--- config.mk ---
export PLATFORM = sky130hd
export DESIGN_NAME = lcsf_top
export DESIGN_NICKNAME = d
export VERILOG_FILES = /design/src/lcsf_pkg.sv /design/src/lcsf_stream_if.sv /design/src/lcsf_fifo.sv /design/src/lcsf_top.sv
export SDC_FILE = /design/constraint.sdc
export NUM_CORES = 2
export LEC_CHECK = 0
export BUFFER_PORTS_ARGS = -buffer_cell sky130_fd_sc_hd__buf_2
export CAP_MARGIN = 20
export CELL_PAD_IN_SITES_DETAIL_PLACEMENT = 0
export CELL_PAD_IN_SITES_GLOBAL_PLACEMENT = 1
export CORE_UTILIZATION = 51
export CTS_BUF_LIST = sky130_fd_sc_hd__clkbuf_8
export CTS_CLUSTER_SIZE = 16
export DETAILED_ROUTE_END_ITERATION = 10
export PLACE_DENSITY_LB_ADDON = 0.3
export SLEW_MARGIN = 20
export SYNTH_ARGS = -nofsm -noshare
export SYNTH_HDL_FRONTEND = slang
export SYNTH_SLANG_ARGS = --single-unit
export TNS_END_PERCENT = 1
--- constraint.sdc ---
create_clock -name mclk -period 5.96 [get_ports mclk]
set_input_delay 0.596 -clock mclk [delete_from_list [all_inputs] [get_ports mclk]]
set_output_delay 0.596 -clock mclk [all_outputs]
set_load 0.05 [all_outputs]
--- src/lcsf_pkg.sv ---
// Purpose: Shared constants for the link configuration block.
// Assumes: Register offsets are word indices; byte address is index * 4.
// Notes: Symbols are five bits; a token is two symbols.
package lcsf_pkg;
    // ============================================================
    // Sizes.
    localparam int NLINK = 8;                 // Number of links.
    localparam int LINK_W = 3;                // Width of a link number.
    localparam int GAP_W = 11;                // Width of a gap field.
    localparam int CNT_W = 12;                // Width of a gap counter.
    localparam int SYM_W = 5;                 // Width of a symbol.
    localparam int CHAN_W = 5;                // Width of a channel end.
    localparam int FIFO_DEPTH = 4;            // Forward FIFO depth.
    localparam int FWD_W = LINK_W + 1 + CHAN_W + 8; // FIFO word.
    // ============================================================
    // Register word indices.
    localparam logic [7:0] IDX_CFG = 8'h80;   // Link configuration.
    localparam logic [7:0] IDX_STAT = 8'h20;  // Link status.
    localparam logic [7:0] IDX_FWD = 8'hA0;   // Static forwarding.
    // Static registers serve links C,D,A,B,G,H,E,F: index xor 2.
    localparam logic [2:0] FWD_SWAP = 3'h2;
    // ============================================================
    // Configuration register fields.
    localparam int B_EN = 31;                 // Link enable.
    localparam int B_WIDE = 30;               // Five wire mode.
    localparam int B_ERR = 27;                // Receive error.
    localparam int B_ISSUED = 26;             // Credit issued.
    localparam int B_HELD = 25;               // Credit held.
    localparam int B_GREET = 24;              // Send greeting.
    localparam int B_RXRST = 23;              // Receiver reset.
    localparam int B_SGAP = 11;               // Symbol gap field.
    localparam int B_TGAP = 0;                // Token gap field.
    // Static forwarding fields.
    localparam int B_SEN = 31;                // Static enable.
    localparam int B_PROC = 8;                // Forward processor.
    localparam int B_CHAN = 0;                // Forward channel end.
    // Status fields.
    localparam int B_JUNK = 2;                // Packet is junk.
    localparam int B_DST = 1;                 // Destination side busy.
    localparam int B_SRC = 0;                 // Source side busy.
    // ============================================================
    // Control token codes.
    localparam logic [7:0] CT_CREDIT = 8'h01; // Grants one token.
    localparam logic [7:0] CT_GREET = 8'h02;  // Greeting token.
    // Transmit states, one-hot.
    typedef enum logic [2:0] {
        TX_IDLE = 3'b001,
        TX_SYM1 = 3'b010,
        TX_GAP = 3'b100
    } lcsf_tx_state_type;
endpackage

--- src/lcsf_stream_if.sv ---
// Purpose: Valid/ready carrier between the block and its FIFO.
// Assumes: Both sides run on the same clock.
// Notes: The push side fills; the pop side drains.
`timescale 1ns/1ps
interface lcsf_stream_if #(parameter int W = 8);
    logic push_valid;      // Producer offers a word.
    logic push_ready;      // FIFO has room.
    logic [W-1:0] push_data; // Word offered.
    logic pop_valid;       // FIFO holds a word.
    logic pop_ready;       // Consumer takes the word.
    logic [W-1:0] pop_data; // Oldest word.
    // The FIFO end.
    modport fifo(input push_valid, push_data, pop_ready,
        output push_ready, pop_valid, pop_data);
    // The user end.
    modport user(output push_valid, push_data, pop_ready,
        input push_ready, pop_valid, pop_data);
endinterface

--- src/lcsf_fifo.sv ---
// Purpose: Small synchronous FIFO with valid and ready on both sides.
// Assumes: Depth is a power of two, at least two.
// Notes: Full and empty come from an occupancy count.
`timescale 1ns/1ps
module lcsf_fifo #(
    parameter int W = 8,
    parameter int D = 4
) (
    input wire logic clk,
    input wire logic rst,
    lcsf_stream_if.fifo port
);
    localparam int AW = $clog2(D);
    localparam int CW = $clog2(D + 1);
    // ============================================================
    // Parameter check.
    if (D < 2 || (1 << AW) != D) begin : g_bad_depth
        $error("FIFO depth must be a power of two of at least two.");
    end
    // ============================================================
    // State.
    typedef struct packed {
        logic [D-1:0][W-1:0] mem; // Storage words.
        logic [AW-1:0] wp;        // Write pointer.
        logic [AW-1:0] rp;        // Read pointer.
        logic [CW-1:0] cnt;       // Words held.
    } lcsf_fifo_state_type;
    lcsf_fifo_state_type q;
    lcsf_fifo_state_type d;
    logic push;
    logic pop;
    // Handshakes: full refuses a push, empty refuses a pop.
    assign port.push_ready = (q.cnt != CW'(D));
    assign port.pop_valid = (q.cnt != '0);
    assign port.pop_data = q.mem[q.rp];
    assign push = port.push_valid && port.push_ready;
    assign pop = port.pop_ready && port.pop_valid;
    // Next state: store, advance pointers, track occupancy.
    always_comb begin
        d = q;
        if (push) begin
            d.mem[q.wp] = port.push_data;
            d.wp = q.wp + 1'b1;
        end
        if (pop) begin
            d.rp = q.rp + 1'b1;
        end
        if (push && !pop) begin
            d.cnt = q.cnt + 1'b1;
        end else if (pop && !push) begin
            d.cnt = q.cnt - 1'b1;
        end
    end
    // Register the state; reset empties the FIFO.
    always_ff @(posedge clk) begin
        if (rst) begin
            q <= '0;
        end else begin
            q <= d;
        end
    end
endmodule

--- src/lcsf_top.sv ---
// Purpose: Link configuration, credit, framing and static forwarding.
// Assumes: Inputs synchronous to mclk; remote end keeps the credit rules.
// Notes: Received tokens wait in a one-token buffer per link.
`timescale 1ns/1ps
module lcsf_top #(
    parameter int NL = lcsf_pkg::NLINK,
    parameter int FD = lcsf_pkg::FIFO_DEPTH
) (
    input wire logic mclk,
    input wire logic rst,
    input wire logic [9:0] reg_addr,
    input wire logic [31:0] reg_wdata,
    input wire logic reg_wr,
    input wire logic reg_rd,
    output logic [31:0] reg_rdata,
    output logic [NL-1:0] link_en,
    output logic [NL-1:0] link_wide,
    output logic [NL-1:0] link_tx_valid,
    output logic [NL-1:0][lcsf_pkg::SYM_W-1:0] link_tx_sym,
    input wire logic [NL-1:0] link_rx_valid,
    input wire logic [NL-1:0][lcsf_pkg::SYM_W-1:0] link_rx_sym,
    input wire logic [NL-1:0] tx_valid,
    input wire logic [NL-1:0][7:0] tx_data,
    output logic [NL-1:0] tx_ready,
    output logic fwd_valid,
    output logic [lcsf_pkg::LINK_W-1:0] fwd_link,
    output logic fwd_proc,
    output logic [lcsf_pkg::CHAN_W-1:0] fwd_chan,
    output logic [7:0] fwd_data,
    input wire logic fwd_ready,
    output logic rt_valid,
    output logic [lcsf_pkg::LINK_W-1:0] rt_link,
    output logic [7:0] rt_data
);
    localparam int LW = lcsf_pkg::LINK_W;
    localparam int GW = lcsf_pkg::GAP_W;
    localparam int CW = lcsf_pkg::CNT_W;
    localparam int SW = lcsf_pkg::SYM_W;
    localparam int HW = lcsf_pkg::CHAN_W;
    localparam int FW = lcsf_pkg::FWD_W;
    // ============================================================
    // Parameter check.
    if (NL != lcsf_pkg::NLINK || FD < 2) begin : g_bad_param
        $error("Link count must be eight and FIFO depth two or more.");
    end
    // ============================================================
    // State.
    typedef struct packed {
        logic [NL-1:0] en;          // Link enabled.
        logic [NL-1:0] wide;        // Five wire mode.
        logic [NL-1:0] err;         // Sticky receive error.
        logic [NL-1:0] issued;      // Credit granted to remote.
        logic [NL-1:0] held;        // Credit to transmit.
        logic [NL-1:0] greet_pend;  // Greeting waits to go.
        logic [NL-1:0] credit_pend; // Credit token waits to go.
        logic [NL-1:0] junk;        // Current token discarded.
        logic [NL-1:0] phase;       // Second symbol expected.
        logic [NL-1:0] rx_ctrl;     // First symbol control flag.
        logic [NL-1:0][3:0] rx_hi;  // First symbol payload.
        logic [NL-1:0] hold_v;      // Receive buffer full.
        logic [NL-1:0][7:0] hold_d; // Receive buffer word.
        lcsf_pkg::lcsf_tx_state_type [NL-1:0] tx_st; // Transmitter.
        logic [NL-1:0][CW-1:0] cnt; // Idle gap counter.
        logic [NL-1:0][8:0] tx_tok; // Token being sent.
        logic [NL-1:0] tx_rdy;      // Data accepted next cycle.
        logic [NL-1:0] sym_v;       // Symbol out strobe.
        logic [NL-1:0][SW-1:0] sym; // Symbol out.
        logic [NL-1:0][GW-1:0] sgap; // Symbol gap minus one.
        logic [NL-1:0][GW-1:0] tgap; // Token gap minus one.
        logic [NL-1:0] sen;         // Static forwarding on.
        logic [NL-1:0] sproc;       // Forward processor.
        logic [NL-1:0][HW-1:0] schan; // Forward channel end.
        logic [31:0] rdata;         // Read data.
        logic fv;                   // Forward output valid.
        logic [FW-1:0] fd;          // Forward output word.
        logic rv;                   // Routed token strobe.
        logic [LW-1:0] rl;          // Routed token link.
        logic [7:0] rd;             // Routed token data.
    } lcsf_state_type;
    lcsf_state_type q;
    lcsf_state_type d;
    // FIFO carrier and its drive.
    lcsf_stream_if #(.W(FW)) fq();
    logic push_v;
    logic [FW-1:0] push_d;
    logic pop_rdy;
    assign fq.push_valid = push_v;
    assign fq.push_data = push_d;
    assign fq.pop_ready = pop_rdy;
    // The output stage takes a word when it is empty or being drained.
    assign pop_rdy = !q.fv || fwd_ready;
    // ============================================================
    // Forward FIFO.
    lcsf_fifo #(.W(FW), .D(FD)) u_fifo (
        .clk(mclk),
        .rst(rst),
        .port(fq)
    );
    // ============================================================
    // Address helpers.
    // True when a word index falls in a bank of NL registers.
    function automatic logic in_bank(input logic [7:0] idx,
                                     input logic [7:0] base);
        logic [7:0] off;
        off = idx - base;
        return off < 8'(NL);
    endfunction
    // Register number within a bank.
    function automatic logic [LW-1:0] bank_sel(input logic [7:0] idx,
                                               input logic [7:0] base);
        logic [7:0] off;
        off = idx - base;
        return off[LW-1:0];
    endfunction
    // ============================================================
    // Next-state logic.
    always_comb begin
        logic [7:0] widx;
        logic [LW-1:0] k;
        logic [NL-1:0] greet_set;
        logic [8:0] tok;
        logic [7:0] code;
        logic take;
        logic pushed;
        logic routed;
        widx = reg_addr[9:2];
        k = '0;
        greet_set = '0;
        tok = '0;
        code = '0;
        take = 1'b0;
        pushed = 1'b0;
        routed = 1'b0;
        push_v = 1'b0;
        push_d = '0;
        d = q;
        d.rdata = '0;
        d.sym_v = '0;
        d.rv = 1'b0;
        // Register writes; pulse bits act and are not stored.
        if (reg_wr) begin
            if (in_bank(widx, lcsf_pkg::IDX_CFG)) begin
                k = bank_sel(widx, lcsf_pkg::IDX_CFG);
                d.en[k] = reg_wdata[lcsf_pkg::B_EN];
                d.wide[k] = reg_wdata[lcsf_pkg::B_WIDE];
                d.sgap[k] = reg_wdata[lcsf_pkg::B_SGAP+:GW];
                d.tgap[k] = reg_wdata[lcsf_pkg::B_TGAP+:GW];
                if (reg_wdata[lcsf_pkg::B_GREET]) begin
                    d.held[k] = 1'b0;
                    greet_set[k] = 1'b1;
                end
                if (reg_wdata[lcsf_pkg::B_RXRST]) begin
                    // Framing restarts; the error flag is cleared too.
                    d.phase[k] = 1'b0;
                    d.err[k] = 1'b0;
                    d.junk[k] = 1'b0;
                end
            end else if (in_bank(widx, lcsf_pkg::IDX_FWD)) begin
                k = bank_sel(widx, lcsf_pkg::IDX_FWD);
                k = k ^ lcsf_pkg::FWD_SWAP;
                d.sen[k] = reg_wdata[lcsf_pkg::B_SEN];
                d.sproc[k] = reg_wdata[lcsf_pkg::B_PROC];
                d.schan[k] = reg_wdata[lcsf_pkg::B_CHAN+:HW];
            end
        end
        // Register reads; unmapped words read as zero.
        if (reg_rd) begin
            if (in_bank(widx, lcsf_pkg::IDX_CFG)) begin
                k = bank_sel(widx, lcsf_pkg::IDX_CFG);
                d.rdata[lcsf_pkg::B_EN] = q.en[k];
                d.rdata[lcsf_pkg::B_WIDE] = q.wide[k];
                d.rdata[lcsf_pkg::B_ERR] = q.err[k];
                d.rdata[lcsf_pkg::B_ISSUED] = q.issued[k];
                d.rdata[lcsf_pkg::B_HELD] = q.held[k];
                d.rdata[lcsf_pkg::B_SGAP+:GW] = q.sgap[k];
                d.rdata[lcsf_pkg::B_TGAP+:GW] = q.tgap[k];
            end else if (in_bank(widx, lcsf_pkg::IDX_STAT)) begin
                k = bank_sel(widx, lcsf_pkg::IDX_STAT);
                d.rdata[lcsf_pkg::B_JUNK] = q.junk[k];
                d.rdata[lcsf_pkg::B_DST] = q.hold_v[k];
                d.rdata[lcsf_pkg::B_SRC] =
                    (q.tx_st[k] != lcsf_pkg::TX_IDLE);
            end else if (in_bank(widx, lcsf_pkg::IDX_FWD)) begin
                k = bank_sel(widx, lcsf_pkg::IDX_FWD);
                k = k ^ lcsf_pkg::FWD_SWAP;
                d.rdata[lcsf_pkg::B_SEN] = q.sen[k];
                d.rdata[lcsf_pkg::B_PROC] = q.sproc[k];
                d.rdata[lcsf_pkg::B_CHAN+:HW] = q.schan[k];
            end
        end
        // Drain receive buffers, lowest link first. A static link
        // waits for FIFO room; one FIFO push and one routed token
        // may leave per cycle.
        for (int i = 0; i < NL; i++) begin
            if (q.hold_v[i]) begin
                if (q.sen[i]) begin
                    if (!pushed && fq.push_ready) begin
                        pushed = 1'b1;
                        push_v = 1'b1;
                        push_d = {LW'(i), q.sproc[i], q.schan[i],
                                  q.hold_d[i]};
                        d.hold_v[i] = 1'b0;
                    end
                end else if (!routed) begin
                    routed = 1'b1;
                    d.rv = 1'b1;
                    d.rl = LW'(i);
                    d.rd = q.hold_d[i];
                    d.hold_v[i] = 1'b0;
                end
            end
        end
        // Per-link transmitter and receiver.
        for (int i = 0; i < NL; i++) begin
            if (!q.en[i]) begin
                // A disabled link aborts its token and ignores input.
                d.tx_st[i] = lcsf_pkg::TX_IDLE;
                d.cnt[i] = '0;
            end else begin
                case (q.tx_st[i])
                    lcsf_pkg::TX_IDLE: begin
                        // Control tokens go first, data needs credit.
                        take = 1'b1;
                        if (q.greet_pend[i]) begin
                            tok = {1'b1, lcsf_pkg::CT_GREET};
                            d.greet_pend[i] = 1'b0;
                        end else if (q.credit_pend[i]) begin
                            tok = {1'b1, lcsf_pkg::CT_CREDIT};
                            d.credit_pend[i] = 1'b0;
                        end else if (q.tx_rdy[i] && tx_valid[i]) begin
                            tok = {1'b0, tx_data[i]};
                            d.held[i] = 1'b0;
                        end else begin
                            take = 1'b0;
                        end
                        if (take) begin
                            d.sym_v[i] = 1'b1;
                            d.sym[i] = {tok[8], tok[7:4]};
                            d.tx_tok[i] = tok;
                            d.cnt[i] = {1'b0, q.sgap[i]} + 12'h001;
                            d.tx_st[i] = lcsf_pkg::TX_SYM1;
                        end
                    end
                    lcsf_pkg::TX_SYM1: begin
                        // Hold off the second symbol for the gap.
                        if (q.cnt[i] != '0) begin
                            d.cnt[i] = q.cnt[i] - 12'h001;
                        end else begin
                            d.sym_v[i] = 1'b1;
                            d.sym[i] = {1'b0, q.tx_tok[i][3:0]};
                            d.cnt[i] = {1'b0, q.tgap[i]} + 12'h001;
                            d.tx_st[i] = lcsf_pkg::TX_GAP;
                        end
                    end
                    lcsf_pkg::TX_GAP: begin
                        // Spacing between tokens.
                        if (q.cnt[i] <= 12'h001) begin
                            d.cnt[i] = '0;
                            d.tx_st[i] = lcsf_pkg::TX_IDLE;
                        end else begin
                            d.cnt[i] = q.cnt[i] - 12'h001;
                        end
                    end
                    default: begin
                        d.tx_st[i] = lcsf_pkg::TX_IDLE;
                    end
                endcase
                // Receive framing: two symbols make one token.
                if (link_rx_valid[i]) begin
                    if (!d.phase[i]) begin
                        d.phase[i] = 1'b1;
                        d.rx_ctrl[i] = link_rx_sym[i][4];
                        d.rx_hi[i] = link_rx_sym[i][3:0];
                        d.junk[i] = 1'b0;
                    end else begin
                        d.phase[i] = 1'b0;
                        code = {q.rx_hi[i], link_rx_sym[i][3:0]};
                        if (link_rx_sym[i][4]) begin
                            // A flag in the second symbol is illegal.
                            d.err[i] = 1'b1;
                            d.junk[i] = 1'b1;
                        end else if (q.rx_ctrl[i]) begin
                            if (code == lcsf_pkg::CT_CREDIT) begin
                                d.held[i] = 1'b1;
                            end else if (code == lcsf_pkg::CT_GREET) begin
                                // The far end dropped our grant.
                                d.issued[i] = 1'b0;
                            end else begin
                                d.err[i] = 1'b1;
                                d.junk[i] = 1'b1;
                            end
                        end else if (d.hold_v[i]) begin
                            // Data with a full buffer is an overflow.
                            d.err[i] = 1'b1;
                            d.junk[i] = 1'b1;
                        end else begin
                            d.hold_v[i] = 1'b1;
                            d.hold_d[i] = code;
                            d.issued[i] = 1'b0;
                        end
                    end
                end
                // Grant one token of credit once the buffer is free.
                if (!d.issued[i] && !d.hold_v[i] &&
                    !d.credit_pend[i]) begin
                    d.credit_pend[i] = 1'b1;
                    d.issued[i] = 1'b1;
                end
            end
            d.greet_pend[i] = d.greet_pend[i] | greet_set[i];
            // Ready only when idle with credit and nothing queued.
            d.tx_rdy[i] = d.en[i] && d.held[i] &&
                (d.tx_st[i] == lcsf_pkg::TX_IDLE) &&
                !d.greet_pend[i] && !d.credit_pend[i];
        end
        // Registered forward output stage.
        if (fq.pop_valid && pop_rdy) begin
            d.fv = 1'b1;
            d.fd = fq.pop_data;
        end else if (fwd_ready) begin
            d.fv = 1'b0;
        end
    end
    // ============================================================
    // State register; reset clears every field except tx_st, which loads TX_IDLE.
    always_ff @(posedge mclk) begin
        if (rst) begin
            q <= '0;
            for (int i = 0; i < NL; i++) begin
                q.tx_st[i] <= lcsf_pkg::TX_IDLE;
            end
        end else begin
            q <= d;
        end
    end
    // ============================================================
    // Outputs straight from the state register.
    assign reg_rdata = q.rdata;
    assign link_en = q.en;
    assign link_wide = q.wide;
    assign link_tx_valid = q.sym_v;
    assign link_tx_sym = q.sym;
    assign tx_ready = q.tx_rdy;
    assign fwd_valid = q.fv;
    assign fwd_link = q.fd[FW-1-:LW];
    assign fwd_proc = q.fd[HW+8];
    assign fwd_chan = q.fd[8+:HW];
    assign fwd_data = q.fd[7:0];
    assign rt_valid = q.rv;
    assign rt_link = q.rl;
    assign rt_data = q.rd;
endmodule

==> results.toml <==
[cells_and_area]
drive_gt1_frac = 0.127
fillers = 7507
design_area_um2 = 44600
fin_cells = 6340
layout_commonest_cell = "dfxtp_1"
mostFrequentLayoutCells = "dfxtp_1, nand2_1, nor2_1"
nNetsFinal = 5388
area_delta_synth_final_pct = 9.70

[power_and_ir_drop]
ir_drop_v = 0.000228
power.static_leakage_uw = 0.0159
switching_share = 0.259
p_seq_frac = 0.463
p_sw_uw = 2870
p_comb_frac = 0.054
total_power_uw = 11100
power_frac_clock = 0.483
powerDensity_nw_per_um2 = 248
power.internal_uw = 8190

[yosys]
yosysSeqAreaShare = 0.372
synth-compound-area-share = 0.233
ys_warn_count = 0
syn_inst = 5174
yosys.area.top_type = "dfxtp_1"
synth-edff-count = 0
synth.area.mux_share = 0.0365
netlist-cell-type-count = 110
avgSynthCellArea_um2 = 7.87
synthAdderAreaFrac = 0.0149
async_reset_ff_frac = 0
ys.flop_type = "dfxtp_1"
synth_area_leaders = "dfxtp_1, nand2_1, a21oi_1"
synth_xor_area_frac = 0.0355
synth_area_um2 = 40700
ys_ff_latch = 756
synth-simple-area-share = 0.240
synth_top_area_frac = 0.372
synth_top_family_by_area = "simple AND/OR/NAND/NOR gates"

[setup_path]
crit_path_end_kind = "register"
arrival_ns = 3.95
r2r_setup_slack_ns = 2.73
cp.required_ns = 6.66
reg2reg_depth = 5
r2r-start = "link_en[3]$_SDFF_PP0_"
start_kind = "primary input"
crit_type = "primary input to register"
timing.rr.end = "link_tx_sym[28]$_SDFFE_PP0P_"
cp_max_fo = 24

[timing]
finalHoldViolCount = 0
fmax_mhz = 308
finalCritPeriodShare = 0.545
slew_violations = 0
skew_ns = 0.0364
tightestPinTransition_ns = 1.14
setup_viol = 0
min_period_ns = 3.25
fin_setup_tns_ns = 0
rsz0062_at_grt = "no"
slew_headroom = 0.240

[global_route]
use_met3 = 0.0573
grt_max_degree = 217
grt_pass1_vias = 36326
overflow = 0
grt_busiest_layer = "met2"
grt_usage = 0.362
grt_use_met2 = 0.563
antenna_found_initial = 10
grt_first_pass_wirelength_mm = 227
use_met1 = 0.488

[flow_run]
drv_cap = 0

[die]
die_area_um2 = 80900
fp.dieH_um = 284
ios = 301
std_cell_rows = 103
start_util = 0.515
core_area_um2 = 79000
die_x_um = 284

[clock_network]
ctsLongestPathBuffers = 3
cts_root_buffer = "clkbuf_8"
cts_sinks = 756
clkTransAtPathRegs_ns = 0.06
numCtsBuffers = 134
clk-insertion-delay-late_ns = 0.83
htreeDepth = 4
cts_tree = "built"

[worst_hold_path]
min_from = "fwd_ready"
worstHoldPathType = "primary input to register"
hold_depth = 4
whs_endpoint = "fwd_valid$_SDFFE_PP0P_"

[placement]
place_congestion = 0.966
numPortBuffers = 287
dpl.hpwl_mm = 110
place_area_um2 = 41500
dp_cells = 6075

[route]
route.detailed.drc = 0
drt_iter0_markers = 4782
via_count = 40020
wl_mm = 152
viasPerCell = 6.31
drtAntennaViolNets = 0
routedWlPerCell_um = 24.0
dr.pass1.iters = 6

[status]
status = "complete, no violations"
==> cell families after synthesis <==
family	after synthesis
xor gates and xnor gates	165
AOI/OAI and AO/OA	1452
adders and majority gates	48
muxes	127
buffers and inverters	581
other	1
DFF	756
and+or+nand+nor	2044
==> cells in the mapped netlist (all sizes together) (23+ instances only) <==
cell type,count
dfxtp,756
nand2,755
nor2,535
a21oi,505
clkbuf,298
o21ai,203
buf,191
nand3,178
a22oi,129
nor3,118
a211oi,116
mux2i,110
xor2,96
inv,91
o22ai,84
xnor2,69
nand4,64
nand2b,61
a31oi,46
ha,46
nor4,46
and3,40
a221oi,39
and2,36
and4,36
nor2b,33
o221ai,28
a21o,25
nor3b,23
==> layer usage <==
layer | vias up | part of all wire
met2 | 1941 | 0.45
met1 | 19110 | 0.42
met5 | - | 0.00014
met3 | 370 | 0.084
li1 | 18595 | -
met4 | 4 | 0.049
==> metrics by stage <==
step / hold slack [ns] / util / worst slack (ns)
floorplan: 0.427 / - / 3.26
global placement: 0.442 / 0.526 / 2.13
detailed placement: 0.444 / 0.526 / 1.99
CTS: 0.00255 / 0.565 / 2.85
global route: 0.0513 / 0.565 / 2.54
finish: 0.0530 / 0.565 / 2.71
==> worst max-delay path: stages <==
cell,delay (ns)
buf_2,0.15
or4b_1,0.72
nor3_1,0.88
nand2_1,0.96
nand2_1,0.28
a21oi_1,0.13
and4b_1,0.23
==> cell type report <==
cell class,instances,area (um^2),share of cell area
multi-input combinational,3841,22900,0.513
sequential,756,15100,0.339
clock buffer,170,2340,0.0524
timing repair buffer,349,1970,0.0441
tap,1050,1310,0.0294
clock inverter,69,609,0.0136
inverter,92,345,0.00773
antenna,13,32.5,0.000729
==> sequential cells by signal, indices dropped and copies added, names as in the netlist <==
register / count
q: 552
u_fifo.q: 75
link_tx_sym: 40
reg_rdata: 27
fwd_data: 8
link_en: 8
link_tx_valid: 8
link_wide: 8
rt_data: 8
tx_ready: 8
fwd_chan: 5
fwd_link: 3
rt_link: 3
fwd_proc: 1
fwd_valid: 1
rt_valid: 1
==> power by group through the flow <==
stage,registers [uW],clock network (uW),logic (uW)
6_report,5120,5340,599
5_1_grt,5120,5630,625
4_1_cts,5120,5390,585
3_5_place_dp,5230,0,577
3_3_place_gp,5230,0,573
2_1_floorplan,5210,0,357
==> worst max path at each step <==
| stage | startpoint | cells after the start | to |
|---|---|---|---|
| 2_1_floorplan | reg_addr[4] | 10 | q[542]$_SDFFE_PP0P_ |
| 3_3_place_gp | reg_addr[7] | 7 | tx_ready[1]$_SDFF_PP0_ |
| 3_5_place_dp | reg_addr[7] | 7 | tx_ready[0]$_SDFF_PP0_ |
| 4_1_cts | u_fifo.q[0]$_SDFFE_PP0P_ | 5 | u_fifo.q[58]$_SDFFE_PP0P_ |
| 5_1_grt | reg_addr[7] | 7 | tx_ready[3]$_SDFF_PP0_ |
| 6_report | reg_addr[7] | 7 | tx_ready[3]$_SDFF_PP0_ |
==> what timing repair did <==
action	4_1_cts	5_1_grt
hold endpoints to repair	13	0
setup buffers	0	0
gates resized for setup	0	0
hold buffers	13	0
Note: power is estimated with default switching activity, not from simulation.
